**config.mk**
```make
export PLATFORM = sky130hd
export DESIGN_NAME = charger_thermal_supervisor
export DESIGN_NICKNAME = d
export VERILOG_FILES = /design/src/thermal_pkg.sv /design/src/charger_thermal_supervisor.sv /design/src/deadline_timer.sv /design/src/sensor_channel.sv
export SDC_FILE = /design/constraint.sdc
export NUM_CORES = 1
export LEC_CHECK = 0
export BUFFER_PORTS_ARGS = -buffer_cell sky130_fd_sc_hd__buf_2
export CORE_MARGIN = 10
export CORE_UTILIZATION = 40
export CTS_CLUSTER_SIZE = 10
export DETAILED_ROUTE_END_ITERATION = 16
export SLEW_MARGIN = 20
export SYNTH_ARGS = -nofsm -noshare
export SYNTH_HDL_FRONTEND = slang
export SYNTH_HIERARCHICAL = 1
export SYNTH_SLANG_ARGS = --single-unit
```
**constraint.sdc**
```tcl
create_clock -name clk -period 3.97 [get_ports clk]
set_input_delay 0 -clock clk [delete_from_list [all_inputs] [get_ports clk]]
set_output_delay 0 -clock clk [all_outputs]
set_load 0.01 [all_outputs]
```
**src/thermal_pkg.sv**
```systemverilog
/*
  Shared constants of the connector thermal supervisor: temperature code
  layout, thresholds, shutdown deadline, fault counting and state codes.
  Assumes a 250 MHz system clock and 12-bit temperature codes from the
  connector sensors in steps of 0.1 degC with a -50 degC origin.
*/
package thermal_pkg;

  // Temperature code: code = (degC + 50) * 10
  localparam int TEMP_W = 12;
  localparam logic [11:0] TEMP_LIMIT_CODE = 12'h578;  // 90.0 degC
  localparam logic [11:0] PLAUS_MIN_CODE = 12'h032;   // -45.0 degC
  localparam logic [11:0] PLAUS_MAX_CODE = 12'h7d0;   // 150.0 degC
  localparam logic [11:0] PLAUS_DIFF_CODE = 12'h0c8;  // 20.0 K apart

  // Deadline from fault detection to error shutdown
  localparam longint CLK_HZ = 250000000;
  localparam longint SHUTDOWN_DEADLINE_MS = 9000;
  localparam longint SHUTDOWN_CYCLES_L = (SHUTDOWN_DEADLINE_MS * CLK_HZ) / 1000;
  localparam logic [31:0] SHUTDOWN_CYCLES = SHUTDOWN_CYCLES_L[31:0];
  // Clocks from a contact pin to shutdown_req outside the timer: two sync
  // stages, the verdict, the fault latch and the state change
  localparam logic [31:0] FAULT_PATH_CYCLES = 32'h0000_0005;

  // Consecutive overtemperature shutdowns that lock the charger out
  localparam logic [1:0] LOCKOUT_COUNT = 2'h3;

  localparam int CUR_W = 16;

  typedef enum logic [1:0] {
    CAUSE_NONE = 2'b00,
    CAUSE_OVERTEMP = 2'b01,
    CAUSE_SENSOR = 2'b10,
    CAUSE_COOLING = 2'b11
  } cause_t;

  typedef enum logic [1:0] {
    ST_IDLE = 2'b00,
    ST_PRECHECK = 2'b01,
    ST_CHARGING = 2'b10,
    ST_SHUTDOWN = 2'b11
  } sup_state_t;

endpackage
```
**src/charger_thermal_supervisor.sv**
```systemverilog
/*
  Thermal supervisor of a d.c. charger with an actively cooled cable.
  Watches both contact sensors and the coolant loop, runs the session
  precheck, shuts down on faults, derates on cooling loss and keeps the
  service lockout. Assumes session_start, session_end and the limit
  settings come from the charging controller on the same clock, and
  that sensor and coolant status arrive from pins.

  Timing: a contact pin reaches the verdict registers three clocks
  later. A latched contact fault forces shutdown_req so that the whole
  path from pin to output fits inside SHUTDOWN_CYCLES, whether or not the
  fault clears in the meantime. Cooling loss acts one clock after its
  second sync stage. Limitation: a contact fault never shuts down early,
  so the controller must start its own ramp as soon as shutdown_req rises.
  Outputs: supply_enable and shutdown_req decode the state, derate_active
  ORs cool_derate and plaus_fail, the others are registers; derate_report pulses once per cooling-derated session.
  The service lockout survives idle time and new sessions; only the
  synchronised service_clear releases it. The overtemperature count also
  clears when a session ends without an overtemperature shutdown.
  A failed precheck keeps the uncooled current offered until service, or zero when no uncooled limit is given.

  // Function
  // - Keep each contact assembly at or below 90 degC while operating.
  // - Judge the positive and negative contact sensors separately.
  // - Supervise coolant flow, pressure, temperature and level for a first fault.
  // - On cooling failure stop, or derate to the uncooled limit if given.
  // - Report the reduced available current to the vehicle after cooling derate.
  // - Sample and judge contact temperatures every clock through the whole session.
  // - Contact above 90 degC starts error shutdown within 9 s.
  // - Third consecutive overtemperature shutdown blocks supply until serviced.
  // - Check sensor plausibility before every session, before supply starts.
  // - Failed precheck limits output to the uncooled cable current.
  // - Failed precheck latches a lockout until the charger is serviced.
  // - Missing or implausible sensor signal while charging: shutdown within 9 s.
*/
`timescale 1ns/1ps
`default_nettype none
module charger_thermal_supervisor #(
  parameter logic [31:0] SHUTDOWN_CYCLES = thermal_pkg::SHUTDOWN_CYCLES
) (
  input wire logic clk,
  input wire logic sys_rst,
  input wire logic [11:0] temp_pos_raw,
  input wire logic temp_pos_present,
  input wire logic [11:0] temp_neg_raw,
  input wire logic temp_neg_present,
  input wire logic coolant_flow_ok,
  input wire logic coolant_pressure_ok,
  input wire logic coolant_temp_ok,
  input wire logic coolant_level_ok,
  input wire logic service_clear,
  input wire logic session_start,
  input wire logic session_end,
  input wire logic uncooled_limit_given,
  input wire logic [15:0] uncooled_limit,
  input wire logic [15:0] rated_limit,
  output logic supply_enable,
  output logic shutdown_req,
  output logic [1:0] shutdown_cause,
  output logic service_lockout,
  output logic derate_active,
  output logic [15:0] available_current,
  output logic derate_report
);

  // Whole supervisor state in one record: pin_s1/pin_s2 are the two
  // sync stages of the service and coolant pins (bit 4 is service),
  // fault_pend with pend_cause is the latched contact fault whose
  // deadline is running, cause is what the last shutdown reported,
  // ot_count counts overtemperature shutdowns in a row, ot_session marks
  // a session that ended in one, and avail is the offered current.
  typedef struct packed {
    thermal_pkg::sup_state_t fsm;
    logic [4:0] pin_s1;
    logic [4:0] pin_s2;
    logic fault_pend;
    thermal_pkg::cause_t pend_cause;
    thermal_pkg::cause_t cause;
    logic [1:0] ot_count;
    logic ot_session;
    logic lockout;
    logic plaus_fail;
    logic cool_derate;
    logic report;
    logic [15:0] avail;
  } sup_t;

  sup_t st_reg;
  sup_t st_next;

  // Channel verdicts, each already through its own sync stages
  logic [11:0] pos_code;
  logic [11:0] neg_code;
  logic pos_valid;
  logic neg_valid;
  logic pos_over;
  logic neg_over;
  logic expired;

  // Absolute difference of two temperature codes
  function automatic logic [11:0] temp_diff(input logic [11:0] a,
                                            input logic [11:0] b);
    temp_diff = (a > b) ? (a - b) : (b - a);
  endfunction

  // Smaller of two currents; the offer never exceeds the rating
  function automatic logic [15:0] cur_min(input logic [15:0] a,
                                          input logic [15:0] b);
    cur_min = (a < b) ? a : b;
  endfunction

  // Each contact has its own channel and its own verdict
  sensor_channel pos_chan (
    .clk(clk),
    .sys_rst(sys_rst),
    .temp_raw(temp_pos_raw),
    .temp_present(temp_pos_present),
    .temp_code(pos_code),
    .temp_valid(pos_valid),
    .temp_over(pos_over)
  );

  // Same channel for the negative contact, with no logic shared
  sensor_channel neg_chan (
    .clk(clk),
    .sys_rst(sys_rst),
    .temp_raw(temp_neg_raw),
    .temp_present(temp_neg_present),
    .temp_code(neg_code),
    .temp_valid(neg_valid),
    .temp_over(neg_over)
  );

  // Runs from the first fault seen until shutdown is forced
  // The pin path latency is taken off, so the deadline holds from the pin
  deadline_timer #(
    .COUNT(SHUTDOWN_CYCLES - thermal_pkg::FAULT_PATH_CYCLES)
  ) fault_timer (
    .clk(clk),
    .sys_rst(sys_rst),
    .run(st_reg.fault_pend),
    .expired(expired)
  );

  // Combined verdicts; coolant bits are read only after the second stage
  logic cool_fault;
  logic sens_fault;
  logic over_temp;
  logic plaus_ok;
  logic [15:0] cur_cap;

  // Verdicts are plain gates of registered values, one clock old at most
  always_comb begin
    cur_cap = cur_min(uncooled_limit, rated_limit);
    cool_fault = ~&st_reg.pin_s2[3:0];
    sens_fault = ~pos_valid | ~neg_valid;
    over_temp = pos_over | neg_over;
    plaus_ok = pos_valid && neg_valid &&
               (temp_diff(pos_code, neg_code) <= thermal_pkg::PLAUS_DIFF_CODE);
  end

  // Supervisor state machine and latched flags
  always_comb begin
    st_next = st_reg;
    // Two sync stages for every pin that crosses into this clock
    st_next.pin_s1 = {service_clear, coolant_level_ok, coolant_temp_ok,
                      coolant_pressure_ok, coolant_flow_ok};
    st_next.pin_s2 = st_reg.pin_s1;
    st_next.report = 1'b0;

    // Service releases lockout and history; a set below still wins
    if (st_reg.pin_s2[4]) begin
      st_next.lockout = 1'b0;
      st_next.ot_count = 2'h0;
      st_next.plaus_fail = 1'b0;
    end

    // IDLE waits for a start, PRECHECK judges both sensors for one
    // clock, CHARGING grants supply and watches every fault, SHUTDOWN
    // holds the error request until the controller closes the session.
    // A start is refused while locked; nothing shows the refusal except
    // supply_enable staying low.
    case (st_reg.fsm)
      thermal_pkg::ST_IDLE: begin
        // Idle drops any pending fault left by a session cut short
        st_next.fault_pend = 1'b0;
        st_next.pend_cause = thermal_pkg::CAUSE_NONE;
        st_next.cool_derate = 1'b0;
        // A locked charger refuses every new supply process
        if (session_start && !st_next.lockout) begin
          st_next.fsm = thermal_pkg::ST_PRECHECK;
          st_next.cause = thermal_pkg::CAUSE_NONE;
          st_next.ot_session = 1'b0;
        end
      end
      thermal_pkg::ST_PRECHECK: begin
        // Supply is granted only after both sensors look sane
        if (plaus_ok) begin
          st_next.fsm = thermal_pkg::ST_CHARGING;
        end else begin
          // A failed check leaves this session without supply
          st_next.plaus_fail = 1'b1;
          st_next.lockout = 1'b1;
          st_next.fsm = thermal_pkg::ST_IDLE;
        end
      end
      thermal_pkg::ST_CHARGING: begin
        // Latch the first fault so a flickering sensor cannot restart
        // the deadline; the shutdown comes at expiry at the latest
        if (!st_reg.fault_pend && (over_temp || sens_fault)) begin
          st_next.fault_pend = 1'b1;
          st_next.pend_cause = over_temp ? thermal_pkg::CAUSE_OVERTEMP :
                                           thermal_pkg::CAUSE_SENSOR;
        end else if (st_reg.fault_pend && over_temp) begin
          st_next.pend_cause = thermal_pkg::CAUSE_OVERTEMP;
        end
        // Cooling loss: derate when the cable allows it, else stop
        // The report fires once, on the clock that first sets the derate
        if (cool_fault && !uncooled_limit_given) begin
          st_next.fsm = thermal_pkg::ST_SHUTDOWN;
          st_next.cause = thermal_pkg::CAUSE_COOLING;
          st_next.fault_pend = 1'b0;
        end else if (cool_fault && !st_reg.cool_derate) begin
          st_next.cool_derate = 1'b1;
          st_next.report = 1'b1;
        end
        // Deadline reached: the cause latched earlier is reported
        if (expired) begin
          st_next.fsm = thermal_pkg::ST_SHUTDOWN;
          st_next.cause = st_reg.pend_cause;
          st_next.fault_pend = 1'b0;
          if (st_reg.pend_cause == thermal_pkg::CAUSE_OVERTEMP) begin
            st_next.ot_session = 1'b1;
            // Saturate so the two-bit count never wraps back to zero
            if (st_next.ot_count < thermal_pkg::LOCKOUT_COUNT) begin
              st_next.ot_count = st_next.ot_count + 2'h1;
            end
            // The shutdown that brings the count to three locks at once
            if (st_next.ot_count >= thermal_pkg::LOCKOUT_COUNT) begin
              st_next.lockout = 1'b1;
            end
          end
        end else if (session_end) begin
          st_next.fsm = thermal_pkg::ST_IDLE;
          // A clean end clears the run of overtemperature shutdowns
          st_next.ot_count = 2'h0;
        end
      end
      thermal_pkg::ST_SHUTDOWN: begin
        // Held until the controller closes the session
        if (session_end) begin
          st_next.fsm = thermal_pkg::ST_IDLE;
          // Only a session that ended in overtemperature keeps its count
          if (!st_reg.ot_session) begin
            st_next.ot_count = 2'h0;
          end
        end
      end
      default: begin
        // An unknown state fails safe: supply off, error raised
        st_next.fsm = thermal_pkg::ST_SHUTDOWN;
      end
    endcase

    // Offered current follows the derate state
    // It is judged from the next state, so the cut lands together with
    // derate_active and never lags it by a clock
    if ((st_next.cool_derate || st_next.plaus_fail) && uncooled_limit_given) begin
      st_next.avail = cur_cap;
    end else if (st_next.plaus_fail) begin
      st_next.avail = 16'h0000;  // No uncooled figure: nothing is safe
    end else begin
      st_next.avail = rated_limit;
    end
  end

  // State register; reset leaves the supervisor idle with nothing latched
  always_ff @(posedge clk or posedge sys_rst) begin
    if (sys_rst) begin
      st_reg <= '0;
    end else begin
      st_reg <= st_next;
    end
  end

  // All outputs come straight from the state record
  // Supply and shutdown are decoded from the state, so they can never
  // both be high and change only on a state edge
  assign supply_enable = (st_reg.fsm == thermal_pkg::ST_CHARGING);
  assign shutdown_req = (st_reg.fsm == thermal_pkg::ST_SHUTDOWN);

  // Latched status for the charging controller
  assign shutdown_cause = st_reg.cause;
  assign service_lockout = st_reg.lockout;

  // Current offer and its report travel to the vehicle over the link
  assign derate_active = st_reg.cool_derate | st_reg.plaus_fail;
  assign available_current = st_reg.avail;
  assign derate_report = st_reg.report;

endmodule
`default_nettype wire

```
**src/deadline_timer.sv**
```systemverilog
/*
  Deadline counter: counts system clocks while run is high and flags
  expiry after COUNT clocks. Dropping run clears it. Assumes run stays
  high from fault detection until the owner reacts to expiry.
*/
`timescale 1ns/1ps
`default_nettype none
module deadline_timer #(
  parameter logic [31:0] COUNT = 32'h0000_0010
) (
  input wire logic clk,
  input wire logic sys_rst,
  input wire logic run,
  output logic expired
);

  typedef struct packed {
    logic [31:0] cnt;
    logic done;
  } tmr_t;

  tmr_t st_reg;
  tmr_t st_next;

  // Saturate at the deadline so a late reaction never wraps around
  always_comb begin
    st_next = st_reg;
    if (!run) begin
      st_next = '0;
    end else if (st_reg.cnt >= COUNT - 32'h1) begin
      st_next.done = 1'b1;
    end else begin
      st_next.cnt = st_reg.cnt + 32'h1;
    end
  end

  // Counter register; reset and a dropped run both clear it
  always_ff @(posedge clk or posedge sys_rst) begin
    if (sys_rst) begin
      st_reg <= '0;
    end else begin
      st_reg <= st_next;
    end
  end

  assign expired = st_reg.done;

endmodule
`default_nettype wire

```
**src/sensor_channel.sv**
```systemverilog
/*
  One contact temperature channel: synchronises the sensor's presence
  flag and code, then judges presence, plausibility and overtemperature
  every clock. Assumes the sensor interface holds its code stable for
  several clocks around each update, so the word crosses cleanly.
*/
`timescale 1ns/1ps
`default_nettype none
module sensor_channel (
  input wire logic clk,
  input wire logic sys_rst,
  input wire logic [11:0] temp_raw,
  input wire logic temp_present,
  output logic [11:0] temp_code,
  output logic temp_valid,
  output logic temp_over
);

  typedef struct packed {
    logic [12:0] s1;
    logic [12:0] s2;
    logic [11:0] code;
    logic valid;
    logic over;
  } chan_t;

  chan_t st_reg;
  chan_t st_next;

  // Judge only the second sync stage; stage one feeds stage two alone
  always_comb begin
    st_next = st_reg;
    st_next.s1 = {temp_present, temp_raw};
    st_next.s2 = st_reg.s1;
    st_next.code = st_reg.s2[11:0];
    st_next.valid = st_reg.s2[12] &&
                    (st_reg.s2[11:0] >= thermal_pkg::PLAUS_MIN_CODE) &&
                    (st_reg.s2[11:0] <= thermal_pkg::PLAUS_MAX_CODE);
    // Strictly above the limit counts as overtemperature
    st_next.over = st_reg.s2[12] &&
                   (st_reg.s2[11:0] > thermal_pkg::TEMP_LIMIT_CODE);
  end

  // Reset clears both stages, so no overtemperature verdict is raised before real data
  always_ff @(posedge clk or posedge sys_rst) begin
    if (sys_rst) begin
      st_reg <= '0;
    end else begin
      st_reg <= st_next;
    end
  end

  assign temp_code = st_reg.code;
  assign temp_valid = st_reg.valid;
  assign temp_over = st_reg.over;

endmodule
`default_nettype wire

```
Word-level counts from Yosys, hierarchy flattened
Cells that the tools add are included.
Word-level totals
  register bits after elaboration: 153
  input bits: 68
  output and inout port bits: 23
  word-level logic and storage cells: 135
Cells by class
  add/subtract/negate cells: 4
  order comparisons: 12
  equality and inequality tests: 14
  multiplexer cells: 46
  bitwise logic cells: 5
  reduce and logical (&&, ||, !) cells: 29
Operators with widths (number)
  $mux W2: 25
  $mux W16: 3
  $mux W33: 1
  $add A32 B1 Y32 const B: 1
  $ge A32 B32 Y1 const B: 1
  $mux W32: 1
  $ge A12 B6 Y1 const B: 2
  $gt A12 B11 Y1 const B: 2
  $le A12 B11 Y1 const B: 2
  $sub A12 B12 Y12: 2
  $lt A16 B16 Y1: 1
  $logic_and A1 B1 Y1: 14
  $gt A12 B12 Y1: 1
  $le A12 B8 Y1 const B: 1
  $mux W12: 1
  $pmux W5 S2: 1
  $mux W1: 8
  $pmux W2 S4: 1
  $reduce_and A4 Y1: 2
  $ne A2 B1 Y1 const B: 3
  $ne A2 B2 Y1 const B: 3
  $ne A3 B1 Y1 const B: 2
  $pmux W1 S2: 3
  $reduce_and A3 Y1: 2
  other kinds (16): 27

Longest topological paths before layout
  depth after elaboration: 11
  depth in mapped cells: 15
  gate-level depth less buffers: 11

Hierarchy
The synthesis kept the hierarchy.
Modules (own cells, without submodules)
  charger_thermal_supervisor: times used 1, cells each 429, area an instance 3651.0 um2, sequential area each 1001.0 um2
  sensor_channel: times used 2, cells each 71, area an instance 1226.2 um2, sequential area each 1001.0 um2
  deadline_timer: times used 1, cells each 232, area an instance 2039.5 um2, sequential area each 825.8 um2

Worst setup path before layout
Ideal clock, no wire load.
  path kind: reg2reg
  start point: reg neg_chan.st_reg, in the netlist neg_chan/temp_code[2]
  end point: reg st_reg, in the netlist available_current[10]
  setup time: 0.134 ns
  arrival time: 2.763 ns
  required time: 3.836 ns
  setup slack: 1.073 ns
  cell stages (with the launch flop): 14
  buffers on the path: 3
  clock period less this slack: 2.897 ns
  cell sequence: dfrtp_1 buf_4 ha_1 buf_6 and3b_4 o21a_4 o32a_1 a311oi_1 a41oi_1 xor2_1 a221oi_2 nand3b_4 buf_8 o211ai_2
RTL lines
  start, declared: line sensor_channel.sv:27  | chan_t st_reg;
  start signal, assigned: line sensor_channel.sv:49  | st_reg <= st_next;
  end signal, assigned: line charger_thermal_supervisor.sv:282  | st_reg <= st_next;
  end, declared: line charger_thermal_supervisor.sv:88  | sup_t st_reg;

==> results.py <==
metrics = {
    "min_path": {
        "min_path_cells": 2,
        "hold_class": "in -> reg",
    },
    "job": {
        "maxCapViolations": 0,
    },
    "worst_setup_path": {
        "crit_path_cell_trace": "inv_1 -> ha_1 -> a21o_1 -> o21a_4 -> o21ai_1 -> a211o_1 -> and2_1 -> nand4_1 -> a221oi_4 -> buf_4 -> nand3_1 -> o221ai_1 -> dlygate4sd3_1",
        "critPathBufInv": 3,
        "cp_slowest_cell": "dlygate4sd3_1",
        "slowest_delay_ns": 0.58,
        "cp.arrival_ns": 4.07,
        "crit_required_ns": 4.33,
        "reg2regPathDepth": 13,
        "crit_path_start_kind": "flip-flop",
        "cp.depth": 13,
        "crit_type": "reg -> reg",
        "end_kind": "flip-flop",
        "crit_fanout": 15,
        "cp_top_family": "compound AO/OA/AOI/OAI gates",
    },
    "synthesis": {
        "yosysSeqAreaShare": 0.470,
        "async_flop_share": 1.00,
        "synthTopCellsByArea": "dfrtp_1 (47%), ha_1 (6.8%), buf_4 (4.1%)",
        "yosysWarnings": 6,
        "synth_area_per_cell_um2": 10.1,
        "netlist_area_um2": 8140,
        "ys.flop_type": "dfrtp_1",
        "yosysTopAreaCell": "dfrtp_1",
        "postSynthCellCount": 803,
        "synth_nets": 915,
        "synth_top_area_share": 0.470,
        "ys_ff_latch": 153,
        "synth_edf_count": 0,
        "synth_cell_types": 68,
    },
    "place": {
        "place_worst_setup_slack_ns": 0.701,
        "io_buffers": 90,
        "dp_hpwl_mm": 12.8,
        "place_congestion": 0.833,
    },
    "clocking": {
        "clock_sinks": 153,
        "cts_buffers": 17,
        "htree_levels": 4,
        "cts_tree": "yes",
        "clk_latency_ns": 0.43,
        "clockRootBuffer": "clkbuf_16",
        "clk_pin_slew_worst_paths_ns": 0.07,
        "clockBufferDepth": 2,
    },
    "power": {
        "p_clk_frac": 0.389,
        "power_density_nw_per_um2": 427,
        "switchingPower_uw": 1240,
        "pwr-share-comb": 0.202,
        "swShare": 0.291,
        "ir_worst_vdd_mv": 0.303,
        "p_leak_uw": 0.00443,
        "seq_power_share": 0.409,
        "p_int_uw": 3010,
    },
    "final_layout": {
        "antennaDiodeCount": 0,
        "fillCellCount": 1809,
        "largest_register_ffs": 32,
        "final_common_cell": "dfrtp_1",
        "mostFrequentLayoutCells": "dfrtp_1 (153), buf_2 (90), dlygate4sd3_1 (83)",
        "drive_gt1_frac": 0.174,
        "nets": 1043,
        "syn_to_final_growth_pct": 22.2,
    },
    "floorplan": {
        "die_w_um": 163,
        "io_pins": 91,
        "dieArea_um2": 26500,
        "die_h_um": 163,
        "start_util": 0.405,
        "rows": 52,
        "core_um2": 20100,
    },
    "detailed_routing": {
        "antenna_left": 0,
        "drc_errors": 0,
        "first_pass_iters": 5,
        "vias": 6361,
        "drt_iter0_drc": 392,
        "post_drt_wl_per_cell_um": 15.3,
        "vias_per_cell": 5.24,
        "routed_wl_mm": 18.6,
    },
    "global_route": {
        "grt_pass1_wl_mm": 31.2,
        "grt_max_degree": 41,
        "antenna_found_initial": 0,
        "grt_overflow": 0,
        "grt_use_total": 0.142,
        "grt_pass1_vias": 6191,
    },
    "timing": {
        "skew_ns": 0.00771,
        "hold_viol_final": 0,
        "max_freq_mhz": 270,
        "period_share": 0.933,
        "finalSetupTns_ns": 0,
        "worst_slack_ns": 0.267,
        "period_needed_ns": 3.70,
        "setup_violations": 0,
        "slew_headroom": 0.424,
        "worstMarginPinSlew_ns": 0.856,
        "finalMaxSlewViolations": 0,
        "rsz0062_at_grt": "no",
    },
    "run_status": {
        "status": "complete, no violations",
    },
}
-- power by group through the flow --
| stage | sequential, uW | clock [uW] | combinational (uW) |
|---|---|---|---|
| global route | 1750 | 1770 | 956 |
| global placement | 1760 | 0 | 648 |
| detailed placement | 1760 | 0 | 656 |
| finish | 1730 | 1650 | 858 |
| floorplan | 1750 | 0 | 551 |
| CTS | 1730 | 1690 | 846 |
-- metrics by stage --
stage / total power, uW / util / hold slack, ns / instances / cell area, um2
floorplan: 2300 / - / 0.0314 / 803 / 8140
finish: 4240 / 0.495 / 0.204 / 1214 / 9950
global route: 4470 / 0.495 / 0.197 / 1214 / 9950
detailed placement: 2420 / 0.422 / 0.109 / 1098 / 8490
global placement: 2410 / 0.422 / 0.108 / 1098 / 8490
CTS: 4270 / 0.494 / 0.190 / 1213 / 9930
-- final timing paths --
kind,startpoint,endpoint,slack (ns)
hold reg to reg,pos_chan/st_next[18]$_DFF_PP0_,pos_chan/st_next[6]$_DFF_PP0_,0.35
min in group asynchronous,sys_rst,fault_timer/st_reg[27]$_DFFE_PP0P_,0.22
hold / removal,temp_neg_raw[0],neg_chan/st_next[14]$_DFF_PP0_,0.20
setup reg to reg,pos_chan/temp_code[2]$_DFF_PP0_,available_current[6]$_DFF_PP0_,0.27
setup / recovery,pos_chan/temp_code[2]$_DFF_PP0_,available_current[6]$_DFF_PP0_,0.27
max in group asynchronous,sys_rst,fault_timer/st_reg[5]$_DFFE_PP0P_,3.06
-- cell usage after synthesis, types with 4 or more instances --
cell	count
a41oi_1	4
or4_1	18
o21ai_1	5
clkbuf_1	10
nand3_1	23
a21o_1	9
o31ai_1	17
a22oi_1	18
o21ai_0	18
mux2i_1	12
nand2b_1	18
a21oi_1	43
nor3_1	10
nor2b_1	4
ha_1	44
nand4_1	35
o21a_1	6
a311oi_1	5
inv_1	77
buf_4	44
and3_1	8
xor2_1	9
o211ai_1	13
nor2_1	34
xnor2_1	5
nand2_1	49
buf_2	15
dfrtp_1	153
nor4_1	14
nor3b_1	5
or3_1	5
o211ai_2	10
and2_1	4
-- routing by layer --
layer,wire length (um),track usage
met5,0,0
met4,266,0.0475
met3,1030,0.0344
met2,8180,0.213
met1,9150,0.197
-- logic make-up (layout without fill, tap and decap cells) --
family | count (synthesis) | count (layout) | share of synthesized area
and+or+nand+nor | 243 | 243 | 0.169
AOI/OAI and AO/OA | 185 | 185 | 0.165
adders and majority gates | 44 | 44 | 0.0676
xor gates and xnor gates | 14 | 14 | 0.0151
buffers and inverters | 152 | 293 | 0.0988
DFF | 153 | 153 | 0.470
muxes | 12 | 12 | 0.0148
-- final cells by class --
| cell class | instances | area (um2) | area share |
|---|---|---|---|
| repair buffers | 183 | 1360 | 0.136 |
| multi-input cells | 498 | 3530 | 0.355 |
| inverters | 78 | 293 | 0.0294 |
| clock inverters | 14 | 175 | 0.0176 |
| well taps | 270 | 338 | 0.0340 |
| clock buffers | 18 | 429 | 0.0431 |
| flip-flops and latches | 153 | 3830 | 0.385 |
-- repair_timing --
action	CTS	global route
gates resized for setup	0	3
endpoints found under the setup margin	0	16
hold buffers	83	0
endpoints found under the hold margin	185	0
setup buffers	0	1
(Power assumes the default switching activity.)
